===== config.mk =====
export PLATFORM = sky130hd
export DESIGN_NAME = slt_tuning_regs
export DESIGN_NICKNAME = d
export VERILOG_FILES = /design/src/slt_pkg.sv /design/src/slt_reg_if.sv /design/src/slt_tuning_regs.sv /design/src/slt_reg16.sv
export VERILOG_INCLUDE_DIRS = /design/src
export SDC_FILE = /design/constraint.sdc
export NUM_CORES = 1
export LEC_CHECK = 0
export ABC_CLOCK_PERIOD_IN_PS = 5900
export BUFFER_PORTS_ARGS = -buffer_cell sky130_fd_sc_hd__buf_2
export CORE_MARGIN = 2
export CORE_UTILIZATION = 60
export CTS_CLUSTER_SIZE = 25
export DETAILED_ROUTE_END_ITERATION = 12
export GPL_ROUTABILITY_DRIVEN = 0
export GPL_TIMING_DRIVEN = 1
export PLACE_DENSITY = 0.79
export SLEW_MARGIN = 40
export SYNTH_ARGS = -nofsm -noshare
export SYNTH_HDL_FRONTEND = slang
export SYNTH_SLANG_ARGS = --single-unit
export TNS_END_PERCENT = 100

===== constraint.sdc =====
create_clock -name sys_clk_i -period 5.9 [get_ports sys_clk_i]
set_input_delay 0.59 -clock sys_clk_i [delete_from_list [all_inputs] [get_ports sys_clk_i]]
set_output_delay 0.59 -clock sys_clk_i [all_outputs]
set_load 0.01 [all_outputs]

===== src/slt_defines.svh =====
// offsets, field positions, reset values and frame counts of the lane tuning registers
// assumes inclusion by bare name from the design module and the bench
`ifndef SLT_DEFINES_SVH
`define SLT_DEFINES_SVH

// ==========================================================
// management addressing
`define SLT_DEVAD 5'h1e
`define SLT_OFS_RX_TUNE 16'h0004
`define SLT_OFS_TX_TAPS 16'h0005
`define SLT_PREAMBLE_BITS 6'h20
`define SLT_HDR_LAST 5'h0d
`define SLT_DATA_LAST 5'h0f

// ==========================================================
// reset values
`define SLT_RST_RX_TUNE 16'h1500
`define SLT_RST_TX_TAPS 16'h2000

// ==========================================================
// receiver tuning fields
`define SLT_ADC_TRACK 15
`define SLT_EQ_HI 14
`define SLT_EQ_LO 12
`define SLT_ORDER_HI 11
`define SLT_ORDER_LO 10
`define SLT_VOTE_HI 9
`define SLT_VOTE_LO 8
`define SLT_PEAK_OFF 6
`define SLT_SHORT_CH 5
`define SLT_CRF_HI 4
`define SLT_CRF_LO 0

// ==========================================================
// transmit tap fields
`define SLT_RX_INV 15
`define SLT_TX_INV 14
`define SLT_POST1_HI 12
`define SLT_POST1_LO 8
`define SLT_PRE_HI 7
`define SLT_PRE_LO 4
`define SLT_POST2_HI 3
`define SLT_POST2_LO 0

`endif


===== src/slt_pkg.sv =====
// types shared by the lane tuning register modules
// assumes nothing beyond the defines header
package slt_pkg;
	typedef enum logic [1:0] {
		SLT_OP_ADDR = 2'h0,
		SLT_OP_WRITE = 2'h1,
		SLT_OP_RDINC = 2'h2,
		SLT_OP_READ = 2'h3
	} slt_op_t;

	typedef enum logic [1:0] {
		SLT_PRE,
		SLT_HDR,
		SLT_TA,
		SLT_DATA
	} slt_state_t;
endpackage : slt_pkg


===== src/slt_reg_if.sv =====
// write strobe, write data and held value of one 16-bit register
// assumes a single clock shared by both ends
`timescale 1ns/1ns
interface slt_reg_if;
	logic wr_en;
	logic [15:0] wr_data;
	logic [15:0] value;

	modport owner (input wr_en, input wr_data, output value);
	modport ctrl (output wr_en, output wr_data, input value);
endinterface : slt_reg_if


===== src/slt_tuning_regs.sv =====
// lane tuning registers behind a clause-45 style management serial port
// assumes mdc and mdio are synchronous to sys_clk_i and mdc is at most a quarter of its rate
//
// What this block does
// - receiver tuning register at offset 0x0004, device 0x1E, resets to 0x1500.
// - bit 15 forces receive adc track mode; zero after reset.
// - bits 14:12 pick precursor equaliser strength in odd ninths; resets to 001.
// - bits 11:10 pick recovery loop order; 11 reserved; resets to 01.
// - bits 9:8 pick 4, 8, 16 or 32 votes; resets to eight.
// - bit 6 turns off receive high frequency peaking; zero after reset.
// - bit 5 enables short channel clock recovery; zero after reset.
// - bits 4:0 hold cursor reduction code, reserved codes kept; resets to zero.
// - transmit tap register at offset 0x0005, device 0x1E, resets to 0x2000.
// - polarity bits 15/14, reserved 13, post one 12:8, pre 7:4, post two 3:0.
// - swing code maps monotonically to sixteen output amplitudes, 0000 smallest.
// - each polarity bit swaps its pair's positive pin; clear keeps normal polarity.
`timescale 1ns/1ns
`include "slt_defines.svh"
module slt_tuning_regs (
	input wire logic sys_clk_i,
	input wire logic rst_n_i,
	input wire logic [4:0] phy_addr_i,
	input wire logic mdc_i,
	input wire logic mdio_i,
	output logic mdio_o,
	output logic mdio_oe_o,
	output logic adc_track_force_o,
	output logic [2:0] rx_precursor_eq_sel_o,
	output logic [1:0] recovery_loop_order_o,
	output logic [1:0] recovery_vote_threshold_o,
	output logic [5:0] recovery_vote_count_o,
	output logic rx_peaking_off_o,
	output logic short_channel_recovery_o,
	output logic [4:0] cursor_reduction_code_o,
	output logic rx_polarity_invert_o,
	output logic tx_polarity_invert_o,
	output logic [4:0] post_tap_one_weight_o,
	output logic [3:0] pre_tap_weight_o,
	output logic [3:0] post_tap_two_weight_o,
	input wire logic [3:0] tx_swing_code_i,
	output logic [10:0] tx_swing_mv_o
);
	import slt_pkg::*;

	slt_state_t state_q;
	slt_op_t op_q;
	logic mdc_prev_q;
	logic [5:0] pre_cnt_q;
	logic [4:0] bit_cnt_q;
	logic [13:0] hdr_q;
	logic hit_q;
	logic [15:0] addr_q;
	logic [15:0] shift_q;
	logic rise;
	logic [13:0] frame_bits;
	logic hdr_hit;
	logic ta_rise;
	logic ta_end;
	logic data_rise;
	logic data_end;
	logic is_read;
	logic [15:0] wdata;
	logic [15:0] rd_value;
	logic commit_wr;

	slt_reg_if tune_if ();
	slt_reg_if taps_if ();

	// ==========================================================
	// register storage
	// tuning reset value
	slt_reg16 #(.RESET_VAL(`SLT_RST_RX_TUNE)) u_rx_tune (
		.sys_clk_i(sys_clk_i),
		.rst_n_i(rst_n_i),
		.bus(tune_if.owner)
	);

	slt_reg16 #(.RESET_VAL(`SLT_RST_TX_TAPS)) u_tx_taps (
		.sys_clk_i(sys_clk_i),
		.rst_n_i(rst_n_i),
		.bus(taps_if.owner)
	);

	// ==========================================================
	// frame decode
	// a single flop suffices for edge detection since mdc is synchronous
	// resets high so an mdc left high across reset is not taken as a fresh bit
	always_ff @(posedge sys_clk_i or negedge rst_n_i) begin
		if (!rst_n_i) begin
			mdc_prev_q <= 1'b1;
		end else begin
			mdc_prev_q <= mdc_i;
		end
	end

	assign rise = mdc_i & ~mdc_prev_q;
	assign frame_bits = {hdr_q[12:0], mdio_i};
	assign hdr_hit = (frame_bits[13:12] == 2'h0) && (frame_bits[9:5] == phy_addr_i) &&
		(frame_bits[4:0] == `SLT_DEVAD);
	assign ta_rise = rise && (state_q == SLT_TA);
	assign ta_end = ta_rise && (bit_cnt_q == 5'h01);
	assign data_rise = rise && (state_q == SLT_DATA);
	assign data_end = data_rise && (bit_cnt_q == `SLT_DATA_LAST);
	assign is_read = op_q[1];
	assign wdata = {shift_q[14:0], mdio_i};
	assign commit_wr = data_end && hit_q && (op_q == SLT_OP_WRITE);

	always_comb begin
		if (addr_q == `SLT_OFS_RX_TUNE) begin
			rd_value = tune_if.value;
		end else if (addr_q == `SLT_OFS_TX_TAPS) begin
			rd_value = taps_if.value;
		end else begin
			rd_value = 16'h0000;
		end
	end

	// frames for other ports or devices are walked through but never acted on
	always_ff @(posedge sys_clk_i or negedge rst_n_i) begin
		if (!rst_n_i) begin
			state_q <= SLT_PRE;
			op_q <= SLT_OP_ADDR;
			pre_cnt_q <= 6'h00;
			bit_cnt_q <= 5'h00;
			hdr_q <= 14'h0000;
			hit_q <= 1'b0;
			shift_q <= 16'h0000;
		end else if (rise) begin
			case (state_q)
				SLT_PRE: begin
					if (mdio_i) begin
						if (pre_cnt_q != `SLT_PREAMBLE_BITS) begin
							pre_cnt_q <= pre_cnt_q + 6'h01;
						end
					end else if (pre_cnt_q == `SLT_PREAMBLE_BITS) begin
						state_q <= SLT_HDR;
						bit_cnt_q <= 5'h01;
						hdr_q <= 14'h0000;
						pre_cnt_q <= 6'h00;
					end else begin
						pre_cnt_q <= 6'h00;
					end
				end
				SLT_HDR: begin
					hdr_q <= frame_bits;
					bit_cnt_q <= bit_cnt_q + 5'h01;
					if (bit_cnt_q == `SLT_HDR_LAST) begin
						state_q <= SLT_TA;
						bit_cnt_q <= 5'h00;
						op_q <= slt_op_t'(frame_bits[11:10]);
						hit_q <= hdr_hit;
					end
				end
				SLT_TA: begin
					bit_cnt_q <= bit_cnt_q + 5'h01;
					if (bit_cnt_q == 5'h01) begin
						state_q <= SLT_DATA;
						bit_cnt_q <= 5'h00;
						shift_q <= (hit_q && is_read) ? rd_value : 16'h0000;
					end
				end
				SLT_DATA: begin
					bit_cnt_q <= bit_cnt_q + 5'h01;
					shift_q <= is_read ? {shift_q[14:0], 1'b0} : wdata;
					if (bit_cnt_q == `SLT_DATA_LAST) begin
						state_q <= SLT_PRE;
						pre_cnt_q <= 6'h00;
					end
				end
				default: begin
					state_q <= SLT_PRE;
				end
			endcase
		end
	end

	// ==========================================================
	// address pointer
	always_ff @(posedge sys_clk_i or negedge rst_n_i) begin
		if (!rst_n_i) begin
			addr_q <= 16'h0000;
		end else if (data_end && hit_q && (op_q == SLT_OP_ADDR)) begin
			addr_q <= wdata;
		end else if (data_end && hit_q && (op_q == SLT_OP_RDINC)) begin
			addr_q <= addr_q + 16'h0001;
		end
	end

	assign tune_if.wr_en = commit_wr && (addr_q == `SLT_OFS_RX_TUNE);
	assign tune_if.wr_data = wdata;
	assign taps_if.wr_en = commit_wr && (addr_q == `SLT_OFS_TX_TAPS);
	assign taps_if.wr_data = wdata;

	// ==========================================================
	// serial data out
	// second turnaround bit is driven low, data follows msb first
	always_ff @(posedge sys_clk_i or negedge rst_n_i) begin
		if (!rst_n_i) begin
			mdio_o <= 1'b0;
			mdio_oe_o <= 1'b0;
		end else if (ta_rise && (bit_cnt_q == 5'h00) && hit_q && is_read) begin
			mdio_o <= 1'b0;
			mdio_oe_o <= 1'b1;
		end else if (ta_end && mdio_oe_o) begin
			mdio_o <= rd_value[15];
		end else if (data_end) begin
			mdio_o <= 1'b0;
			mdio_oe_o <= 1'b0;
		end else if (data_rise && mdio_oe_o) begin
			mdio_o <= shift_q[14];
		end
	end

	// ==========================================================
	// field outputs
	// adc track
	assign adc_track_force_o = tune_if.value[`SLT_ADC_TRACK];
	assign rx_precursor_eq_sel_o = tune_if.value[`SLT_EQ_HI:`SLT_EQ_LO];
	// loop order, reserved code passed unchanged
	assign recovery_loop_order_o = tune_if.value[`SLT_ORDER_HI:`SLT_ORDER_LO];
	assign recovery_vote_threshold_o = tune_if.value[`SLT_VOTE_HI:`SLT_VOTE_LO];
	assign recovery_vote_count_o = 6'h04 << recovery_vote_threshold_o;
	assign rx_peaking_off_o = tune_if.value[`SLT_PEAK_OFF];
	assign short_channel_recovery_o = tune_if.value[`SLT_SHORT_CH];
	assign cursor_reduction_code_o = tune_if.value[`SLT_CRF_HI:`SLT_CRF_LO];
	assign rx_polarity_invert_o = taps_if.value[`SLT_RX_INV];
	assign tx_polarity_invert_o = taps_if.value[`SLT_TX_INV];
	assign post_tap_one_weight_o = taps_if.value[`SLT_POST1_HI:`SLT_POST1_LO];
	assign pre_tap_weight_o = taps_if.value[`SLT_PRE_HI:`SLT_PRE_LO];
	assign post_tap_two_weight_o = taps_if.value[`SLT_POST2_HI:`SLT_POST2_LO];

	always_ff @(posedge sys_clk_i or negedge rst_n_i) begin
		if (!rst_n_i) begin
			tx_swing_mv_o <= 11'h000;
		end else begin
			case (tx_swing_code_i)
				4'h0: tx_swing_mv_o <= 11'h082;
				4'h1: tx_swing_mv_o <= 11'h0dc;
				4'h2: tx_swing_mv_o <= 11'h12c;
				4'h3: tx_swing_mv_o <= 11'h186;
				4'h4: tx_swing_mv_o <= 11'h1e0;
				4'h5: tx_swing_mv_o <= 11'h23a;
				4'h6: tx_swing_mv_o <= 11'h294;
				4'h7: tx_swing_mv_o <= 11'h2ee;
				4'h8: tx_swing_mv_o <= 11'h33e;
				4'h9: tx_swing_mv_o <= 11'h3a2;
				4'ha: tx_swing_mv_o <= 11'h3fc;
				4'hb: tx_swing_mv_o <= 11'h456;
				4'hc: tx_swing_mv_o <= 11'h49c;
				4'hd: tx_swing_mv_o <= 11'h4f6;
				4'he: tx_swing_mv_o <= 11'h53c;
				default: tx_swing_mv_o <= 11'h578;
			endcase
		end
	end

	// ==========================================================
	// checks
	logic tune_written_q;
	logic taps_written_q;

	always_ff @(posedge sys_clk_i or negedge rst_n_i) begin
		if (!rst_n_i) begin
			tune_written_q <= 1'b0;
			taps_written_q <= 1'b0;
		end else begin
			tune_written_q <= tune_written_q | tune_if.wr_en;
			taps_written_q <= taps_written_q | taps_if.wr_en;
		end
	end
endmodule : slt_tuning_regs


===== src/slt_reg16.sv =====
// one read/write 16-bit register with a parameterised reset value
// assumes a synchronous write strobe from the management frame logic
`timescale 1ns/1ns
module slt_reg16 #(
	parameter logic [15:0] RESET_VAL = 16'h0000
) (
	input wire logic sys_clk_i,
	input wire logic rst_n_i,
	slt_reg_if.owner bus
);
	logic [15:0] value_q;

	// every bit, reserved ones too, is stored as written
	always_ff @(posedge sys_clk_i or negedge rst_n_i) begin
		if (!rst_n_i) begin
			value_q <= RESET_VAL;
		end else if (bus.wr_en) begin
			value_q <= bus.wr_data;
		end
	end

	assign bus.value = value_q;
endmodule : slt_reg16


# Yosys cells after proc, flatten, opt, wreduce, memory -nomap -nowiden
# Memories as Yosys holds them, arrays and structs flattened. A register that Yosys moved wholly into a read port is not among the register bits.
# Index checks and enable logic that the tools add are counted.
# word_totals
ff_bits,106
rom_bits,160
inputBits,13
out_inout_bits,49
word_cells,111
memories,1
# memory_table
memory,words,width,rd,rd_ports_with_merged_regs,write_ports,line,source
(name not given),16,10,1,1,0,slt_tuning_regs.sv:236,case (tx_swing_code_i)
# classes
add_sub_neg,3
eq_ne,21
shifts,1
n_mux,33
n_bitwise,2
n_reduce_logical,36
# ops
cell,n
$mux 16,4
$eq 16x3->1 const B,2
$mux 15,2
$pmux 15 s2,1
$mux 13,2
$pmux 13 s2,1
$mux 5,4
$pmux 5 s4,1
$logic_and 1x1->1,18
$mux 6,3
$add 16x1->16 const B,1
$pmux 6 s2,1
$eq 5x4->1 const B,2
$mux 2,5
$reduce_bool 2->1,5
$reduce_and 3->1,3
$mux 1,8
$ne 2x2->1 const B,4
$pmux 2 s4,1
$reduce_and 4->1,2
$add 6x1->6 const B,1
$eq 2x2->1 const B,3
$eq 6x6->1 const B,1
$logic_not 2->1,3
other kinds (16),18

# Logic depth before layout (Yosys ltp)
# Gate-level depths: netlist (run 1).
# depth
word_depth,8
depth_mapped,10
depth_no_buf,8

# Cells and area by module
# From an unflattened synthesis (run 1), not the netlist that was laid out.
# unflattened
cells_unflattened,531
hier_area_um2,5755.5
# modules_own_cells
module,instances,cells_per_inst,area_per_inst_um2,seq_area_each_um2
slt_tuning_regs,1,463,4451.8,1828.0
slt_reg16 at u_rx_tune,1,34,653.1,404.1
slt_reg16 at u_tx_taps,1,34,650.6,401.6

# Worst setup path after synthesis (run 1)
# OpenSTA, ideal clock, no wires.
# synth_timing
kind,reg2reg
startpoint,register bit_cnt_q[0]
endpoint,"register u_rx_tune.value_q[11], in the netlist u_rx_tune.bus.value[11]"
setup_ns,0.125
arrival_ns,2.170
t_required_ns,5.775
slack_ns,3.605
stages_incl_launch_ff,11
n_path_buf,2
period_less_slack_ns,2.295
cell_sequence,dfrtp_1 ha_1 and3_1 ha_1 nand4b_2 or2_1 nor4_2 and2_1 buf_6 buf_12 mux2_4
# synth_via
elab_chain_cells,5
# synth_lines
item,line,source
from (decl),slt_tuning_regs.sv:49,logic [4:0] bit_cnt_q;
from (signal assigned),slt_tuning_regs.sv:146,bit_cnt_q <= bit_cnt_q + 5'h01;
from (signal assigned),slt_tuning_regs.sv:155,bit_cnt_q <= bit_cnt_q + 5'h01;
from (signal assigned),slt_tuning_regs.sv:163,bit_cnt_q <= bit_cnt_q + 5'h01;
$eq 5x4->1 (no line),--,
$logic_and 1x1->1,slt_tuning_regs.sv:103,assign data_end = data_rise && (bit_cnt_q == `SLT_DATA_LAST);
$logic_and 1x1->1 (2 in series),slt_tuning_regs.sv:106,assign commit_wr = data_end && hit_q && (op_q == SLT_OP_WRITE);
$logic_and 1x1->1,slt_tuning_regs.sv:189,assign tune_if.wr_en = commit_wr && (addr_q == `SLT_OFS_RX_TUNE);
to (signal assigned),slt_reg16.sv:18,value_q <= bus.wr_data;
to (decl),slt_reg16.sv:11,logic [15:0] value_q;
# No other way between the ends.
# A chain may end at the register's enable or synchronous reset.

# Final worst setup path (run 1)
# layout_timing
startpoint,register state_q[0]
endpoint,"register u_rx_tune.value_q[1], in the netlist u_rx_tune.bus.value[1]"
# layout_via
elab_chain_cells,6
# layout_lines
item,line,source
from (decl),slt_tuning_regs.sv:45,slt_state_t state_q;
from (signal assigned),slt_tuning_regs.sv:121,state_q <= SLT_PRE;
from (signal assigned),slt_tuning_regs.sv:136,state_q <= SLT_HDR;
from (signal assigned),slt_tuning_regs.sv:148,state_q <= SLT_TA;
$eq 2x2->1,slt_tuning_regs.sv:102,assign data_rise = rise && (state_q == SLT_DATA);
$logic_and 1x1->1,slt_tuning_regs.sv:102,
$logic_and 1x1->1,slt_tuning_regs.sv:103,
$logic_and 1x1->1 (2 in series),slt_tuning_regs.sv:106,
$logic_and 1x1->1,slt_tuning_regs.sv:189,
# No other way between the ends.

==> impl_results.md, run 1 <==
- Setup clock skew after layout: 0.0158 ns
- Critical Path End Type: flop
- Average detailed-routed wire length per instance: 17.0 µm
- Buffer type at the clock tree root: clkbuf_8
- Netlist area before placement: 5820 µm²
- Cell types with the highest counts after synthesis: 100 x dfrtp_1, 45 x o21ai_0, 40 x nand2_1, 29 x buf_4, 27 x a21oi_1
- Share of the yosys chip area belonging to registers: 0.453
- Clock input transition at the sequential cells of the worst setup and hold paths: 0.10 ns
- Count of hold buffers inserted by post-cts repair: 0
- Number of instances in the synthesized netlist: 558
- Largest fanout of any net on the critical path: 26
- Dpl cells: 698
- Required @ worst endpoint: 6.15 ns
- Via count of the first global-routing pass: 4102
- Register bit total from synthesis: 105
- Power per cell area: 312 nW/µm²
- Number of enable flip-flop cells after synthesis: 0
- Final-report setup violation count: 0
- Synth top area share: 0.430
- Violation count after the first detailed-routing iteration: 242
- Detailed-route via count: 4225
- Ratio of routed vias to standard cells: 5.92
- Fin. Hold Viols: 0
- Async SR Flop Fraction: 1.00
- Number of port buffers: 58
- Pin count of the biggest net entering global routing: 85
- Antenna diode count: 0
- Number of filler instances in the final layout: 754
- Final critical-path required period: 2.92 ns
- CTS max path bufs: 2
- Number of H-tree levels: 3
- Pre-antenna DRT Iters: 5
- Clock sink count: 105
- Area of the die: 10500 µm²
- Area of the core region: 9330 µm²
- Area growth syn-to-layout: 6.43%
- Worst relative slew slack: 0.459
- Effective utilization at floorplan: 0.624
- Final Cycle Share: 0.494
- DRT Wirelength: 12100 µm
- Critical path launch point type: flop
- Initial antenna violation count: 0
- HP Class: in -> async
- Number of max-cap violations: 0
- Number of buffers created by CTS: 9
- Primary flip-flop cell chosen by synthesis mapping: dfrtp_1
- Total global routing overflow: 0
- Final max-slew violation count: 0
- Post-detail-place hpwl: 8370 µm
- Remaining antenna violation count: 0
- Outcome: finished clean
- Transition at the pin with the smallest max-transition slack: 0.811 ns
- Residual DRC count: 0
- Top area cells in the synthesized netlist: dfrtp_1 43%, mux2_4 5.4%, ha_1 4.5%
- YS warnings: 0
- Clock latency on the worst-skew pair: 0.36 ns
- Mean Syn Cell Area: 10.4 µm²
- Total GRT Usage: 0.244
- Top-count cell post-synth: dfrtp_1
- Layout cells sized above 1: 0.234
- Total Nets Final: 614
- Height of the die: 102 µm
- Setup repair after global routing missed its margin: false
- I/O Pins: 62
- Placement row count: 35
- CTS resizes: 0
- Die W: 102 µm
- Worst IR Drop VDD: 0.168 mV
- Post-synth cell types: 61
- Global-route wire length before repair: 20200 µm
- CTS tree: done
- Cell leakage power: 2.81 nW
- Final total power: 0.00193 W
- Data arrival, critical path: 3.16 ns
- Final cell utilization of the core: 0.664
- Post-route non-filler standard cell count: 714
- Sum of negative setup slack: 0 ns
- Highest achievable clock rate: 343 MHz
- Largest area contributor in the netlist: dfrtp_1
- Post-CTS Setup Bufs: 0
- Crit Path Class: reg -> reg
## report_power, final
part / switching (W) / internal, W
logic: 0.000287 / 0.000220
clock network: 0.000264 / 0.000205
registers: 0.000131 / 0.000823
## final cells by class
cell class | instances | area [µm²] | share of cell area
multi-input combinational | 386 | 2800 | 0.452
sequential | 105 | 2630 | 0.425
timing repair buffer | 62 | 329 | 0.0532
tap | 129 | 161 | 0.0261
clock buffer | 9 | 124 | 0.0200
clock inverter | 7 | 85.1 | 0.0137
inverter | 16 | 60.1 | 0.00970
## layer usage
metal / wire length, µm / track usage
met5: 0 / 0
met4: 203 / 0.0687
met3: 602 / 0.0328
met2: 5700 / 0.385
met1: 5630 / 0.355
## per-stage QoR
step / area, µm² / hold slack, ns / setup WS (ns)
floorplan: 5820 / 0.294 / 3.61
global placement: 5950 / 0.454 / 2.81
detailed placement: 5980 / 0.462 / 3.01
CTS: 6180 / 0.105 / 2.99
finish: 6190 / 0.104 / 2.98
global route: 6190 / 0.110 / 2.83
## placed cells by master (no fill, tap or decap), types with 20 or more instances in the layout
| cell type | netlist | layout |
|---|---|---|
| a21oi_1 | 27 | 26 |
| buf_2 | 4 | 57 |
| dfrtp_1 | 100 | 100 |
| ha_1 | 21 | 21 |
| mux2_4 | 21 | 21 |
| mux2i_1 | 24 | 24 |
| nand2_1 | 40 | 40 |
| nand3_1 | 24 | 24 |
| nor2_1 | 22 | 20 |
| o21ai_0 | 45 | 45 |
## final timing paths
check,start,to,slack (ns),depth (start not counted)
min,rst_n_i,hdr_q[6]$_DFFE_PN0P_,0.10,1
min reg2reg,pre_cnt_q[5]$_DFFE_PN0P_,pre_cnt_q[5]$_DFFE_PN0P_,0.48,1
max reg2reg,state_q[0]$_DFFE_PN0P_,u_rx_tune.bus.value[1]$_DFFE_PN0P_,2.98,6
max,state_q[0]$_DFFE_PN0P_,u_rx_tune.bus.value[1]$_DFFE_PN0P_,2.98,6
min in group sys_clk_i,mdc_i,mdc_prev_q$_DFF_PN1_,0.36,1
max in group asynchronous,rst_n_i,state_q[0]$_DFFE_PN0P_,4.81,2
## critical path, cell delays in order (launching register included)
cell      delay [ns]
dfrtp_1         0.41
ha_1            0.68
nand4b_2        0.23
or2_1           0.28
nor4_2          0.25
and2_2          0.57
mux2_2          0.40
## flip-flops by register name, indices dropped and copies added, names as in the netlist, 2 cells and up
| register | flops |
|---|---|
| shift_q | 15 |
| state_q | 2 |
| u_rx_tune.bus.value | 16 |
| hdr_q | 13 |
| addr_q | 16 |
| u_tx_taps.bus.value | 16 |
| bit_cnt_q | 5 |
| op_q | 2 |
| pre_cnt_q | 6 |
| tx_swing_mv_o | 10 |
## cells by family (layout without fill, tap and decap cells)
kind of cell	after synthesis	in the layout	synth area share
fa+ha+maj	21	21	0.0452
mux	60	60	0.125
buf+inv	69	94	0.0725
other cells	1	3	0.000645
simple gates	161	161	0.152
xor+xnor	5	5	0.00753
flops	105	105	0.453
compound gates	136	136	0.145
Power figures use the tool's default switching activity.
==> inputs of run 2 (changes only) <==
- ABC_CLOCK_PERIOD_IN_PS: 5900 -> 2650
- CORE_UTILIZATION: 60 -> 54
- PLACE_DENSITY: 0.79 -> 0.75
- clock period: 5.9 -> 2.65 ns (I/O delays scaled with it)
==> run 2 against run 1 <==
  * Largest power group unchanged
  * Sequential cell count unchanged
  * First-iteration DRC count is 5.8% higher
  * Routed wire length is 2.3% higher
  * Combinational power grew 130%
  * Register-to-register slack got worse by 2.8 ns
==> impl_results.md, run 2 (synthesis results as in run 1) <==
- Fin. Hold Viols: 0 (unchanged)
- Critical Path Slowest Stage Cell: dfrtp_2
- Power per cell area: 678 nW/µm² (+120%)
- Die W: 108 µm (+5.2%)
- Worst IR Drop VDD: 0.380 mV (+130%)
- Largest fanout of any net on the critical path: 16 (-38%)
- Final-report setup violation count: 0 (unchanged)
- Highest achievable clock rate: 401 MHz (+17%)
- Clock latency on the worst-skew pair: 0.37 ns (about the same)
- Remaining antenna violation count: 0 (unchanged)
- Final max-slew violation count: 0 (unchanged)
- Worst reg2reg path depth: 9 (+3)
- CP Capture Point: u_rx_tune.bus.value[1]$_DFFE_PN0P_
- Via count of the first global-routing pass: 4177 (+1.8%)
- Largest stage delay on the critical path: 0.42 ns (-0.26 ns)
- Clock sink count: 105 (unchanged)
- Setup repair after global routing missed its margin: false
- I/O Pins: 62 (unchanged)
- Number of buffers created by CTS: 9 (unchanged)
- Average detailed-routed wire length per instance: 16.9 µm (-0.34%)
- HP Class: in -> reg
- Critical Path End Type: flop
- Switching part of the total: 0.361 (+0.00751)
- Pin count of the biggest net entering global routing: 57 (-33%)
- Most common cell after layout, fill and taps aside: dfrtp_1
- Library cell appearing most often on the critical path: ha_1
- Violation count after the first detailed-routing iteration: 256 (+5.8%)
- Register share of total power: 0.495 (about the same)
- Power dissipated by switching net loads: 0.00155 W (+130%)
- Logic depth of the worst setup path including buffers: 9 (+3)
- Area of the core region: 10400 µm² (+11%)
- Gate family responsible for the most delay along the worst path: simple AND/OR/NAND/NOR gates
- Antenna diode count: 0 (unchanged)
- Number of port buffers: 58 (unchanged)
- Crit path buffers/inverters: 1 (+1)
- Fraction of power consumed by combinational cells: 0.275 (+0.012)
- Data arrival, critical path: 2.74 ns (-0.42 ns)
- Total GRT Usage: 0.221 (-0.0227)
- Outcome: finished clean
- Initial antenna violation count: 0 (unchanged)
- Final critical-path required period: 2.50 ns (-0.420 ns)
- Number of H-tree levels: 3 (unchanged)
- Residual DRC count: 0 (unchanged)
- Setup clock skew after layout: 0.0195 ns (+0.00374 ns)
- Effective utilization at floorplan: 0.561 (-0.0627)
- Layout cells sized above 1: 0.245 (+0.0104)
- Placement row count: 37 (+5.7%)
- Crit Path Class: reg -> reg
- Final Cycle Share: 0.942 (+0.448)
- Clock input transition at the sequential cells of the worst setup and hold paths: 0.11 ns (about the same)
- Number of filler instances in the final layout: 887 (+18%)
- Area growth syn-to-layout: 8.82%
- Area of the die: 11600 µm² (+11%)
- Internal portion of total power: 0.00274 W (+120%)
- Cell leakage power: 2.89 nW (+2.8%)
- Total global routing overflow: 0 (unchanged)
- Total Nets Final: 626 (+2.0%)
- Required @ worst endpoint: 2.90 ns (-3.25 ns)
- Critical path origin: bit_cnt_q[0]$_DFFE_PN0P_
- CTS tree: done
- Number of max-cap violations: 0 (unchanged)
- Worst relative slew slack: 0.557 (+0.0984)
- DRT Wirelength: 12400 µm (+2.3%)
- Final cell utilization of the core: 0.610 (-0.0533)
- Height of the die: 108 µm (+5.2%)
- Commonest non-fill, non-tap cells in the layout: 99 x dfrtp_1, 57 x buf_2, 45 x o21ai_0
- Register-to-register setup slack: 0.15 ns (-2.83 ns)
- Ratio of routed vias to standard cells: 5.91 (-0.15%)
- Pre-antenna DRT Iters: 5 (unchanged)
- Cell-by-cell listing of the critical path: ha_1 -> and3_1 -> ha_1 -> nand4b_2 -> or2_4 -> nor4_4 -> and2_4 -> buf_12 -> mux2_2
- Transition at the pin with the smallest max-transition slack: 0.664 ns (-0.147 ns)
- Clk network pwr share: 0.230 (-0.013)
- CTS max path bufs: 2 (unchanged)
- Detailed-route via count: 4331 (+2.5%)
- Buffer type at the clock tree root: clkbuf_8
- Sum of negative setup slack: 0 ns (unchanged)
- Post-detail-place hpwl: 8500 µm (+1.5%)
- Origin of the critical flop-to-flop path: bit_cnt_q[0]$_DFFE_PN0P_
- Global-route wire length before repair: 20400 µm (+0.96%)
- Critical path launch point type: flop
- Reg-to-reg endpoint: u_rx_tune.bus.value[1]$_DFFE_PN0P_
==> run 2: cell types whose count changed in the layout (fill, tap and decap cells not counted), sizes merged <==
cell         change
buf             +12
dlygate4sd3      +1
clkinvlp         -1
bufinv           -1
clkinv           +1
==> run 2: cell type report <==
class                   instances  area, µm²  area share
clock inverters                 6       58.8     0.00929
repair buffers                 74        478      0.0755
inverters                      16       60.1     0.00949
flip-flops and latches        105       2640       0.416
multi-input cells             386       2790       0.441
well taps                     136        170      0.0269
clock buffers                  10        138      0.0217
==> run 2: worst register-to-register path, delay by kind of cell (launching register included) <==
family        cells  cell delay, ns
simple gates      5            1.03
buf+inv           1            0.18
mux               1            0.36
flops             1            0.42
fa+ha+maj         2            0.39
==> run 2: per-stage QoR <==
stage	total power (W)	hold slack, ns	std cells	area (µm²)	setup slack, ns
floorplan	0.00294	-0.0306	560	5820	0.355
global placement	0.00322	0.370	714	6080	0.218
detailed placement	0.00329	0.379	714	6080	0.129
CTS	0.00427	0.0245	731	6280	0.0916
global route	0.00455	0.0240	733	6330	0.00890
finish	0.00429	0.0369	733	6330	0.154
==> run 2: metal layers <==
layer / GRT usage / share of wire / vias to the layer above
met5: 0 / 0 / -
met4: 0.0760 / 0.014 / 0
met3: 0.0345 / 0.051 / 16
met2: 0.355 / 0.49 / 116
met1: 0.305 / 0.44 / 2160
li1: - / - / 2039
==> run 2: power groups by stage <==
stage | logic, W | clock network, W | registers [W]
3_3_place_gp | 0.00109 | 0 | 0.00213
5_1_grt | 0.00131 | 0.00107 | 0.00216
6_report | 0.00118 | 0.000986 | 0.00213
2_1_floorplan | 0.000867 | 0 | 0.00207
3_5_place_dp | 0.00115 | 0 | 0.00214
4_1_cts | 0.00115 | 0.000998 | 0.00212
==> run 2: repair_timing <==
action | in CTS | in global routing
buffers inserted | 0 | 1
hold buffers | 1 | 0
endpoints found under the setup margin | 0 | 28
gates resized for setup | 0 | 5
endpoints found under the hold margin | 53 | 0
==> run 2: worst min path at each step <==
stage                     startpoint                    end  slack [ns]  depth (start not counted)
after floorplan              rst_n_i  addr_q[0]$_DFFE_PN0P_       -0.03                          0
after global placement       rst_n_i   hdr_q[7]$_DFFE_PN0P_        0.37                          1
after detailed placement     rst_n_i   hdr_q[6]$_DFFE_PN0P_        0.38                          1
after CTS                      mdc_i   mdc_prev_q$_DFF_PN1_        0.02                          1
after global routing           mdc_i   mdc_prev_q$_DFF_PN1_        0.02                          1
final                          mdc_i   mdc_prev_q$_DFF_PN1_        0.04                          1
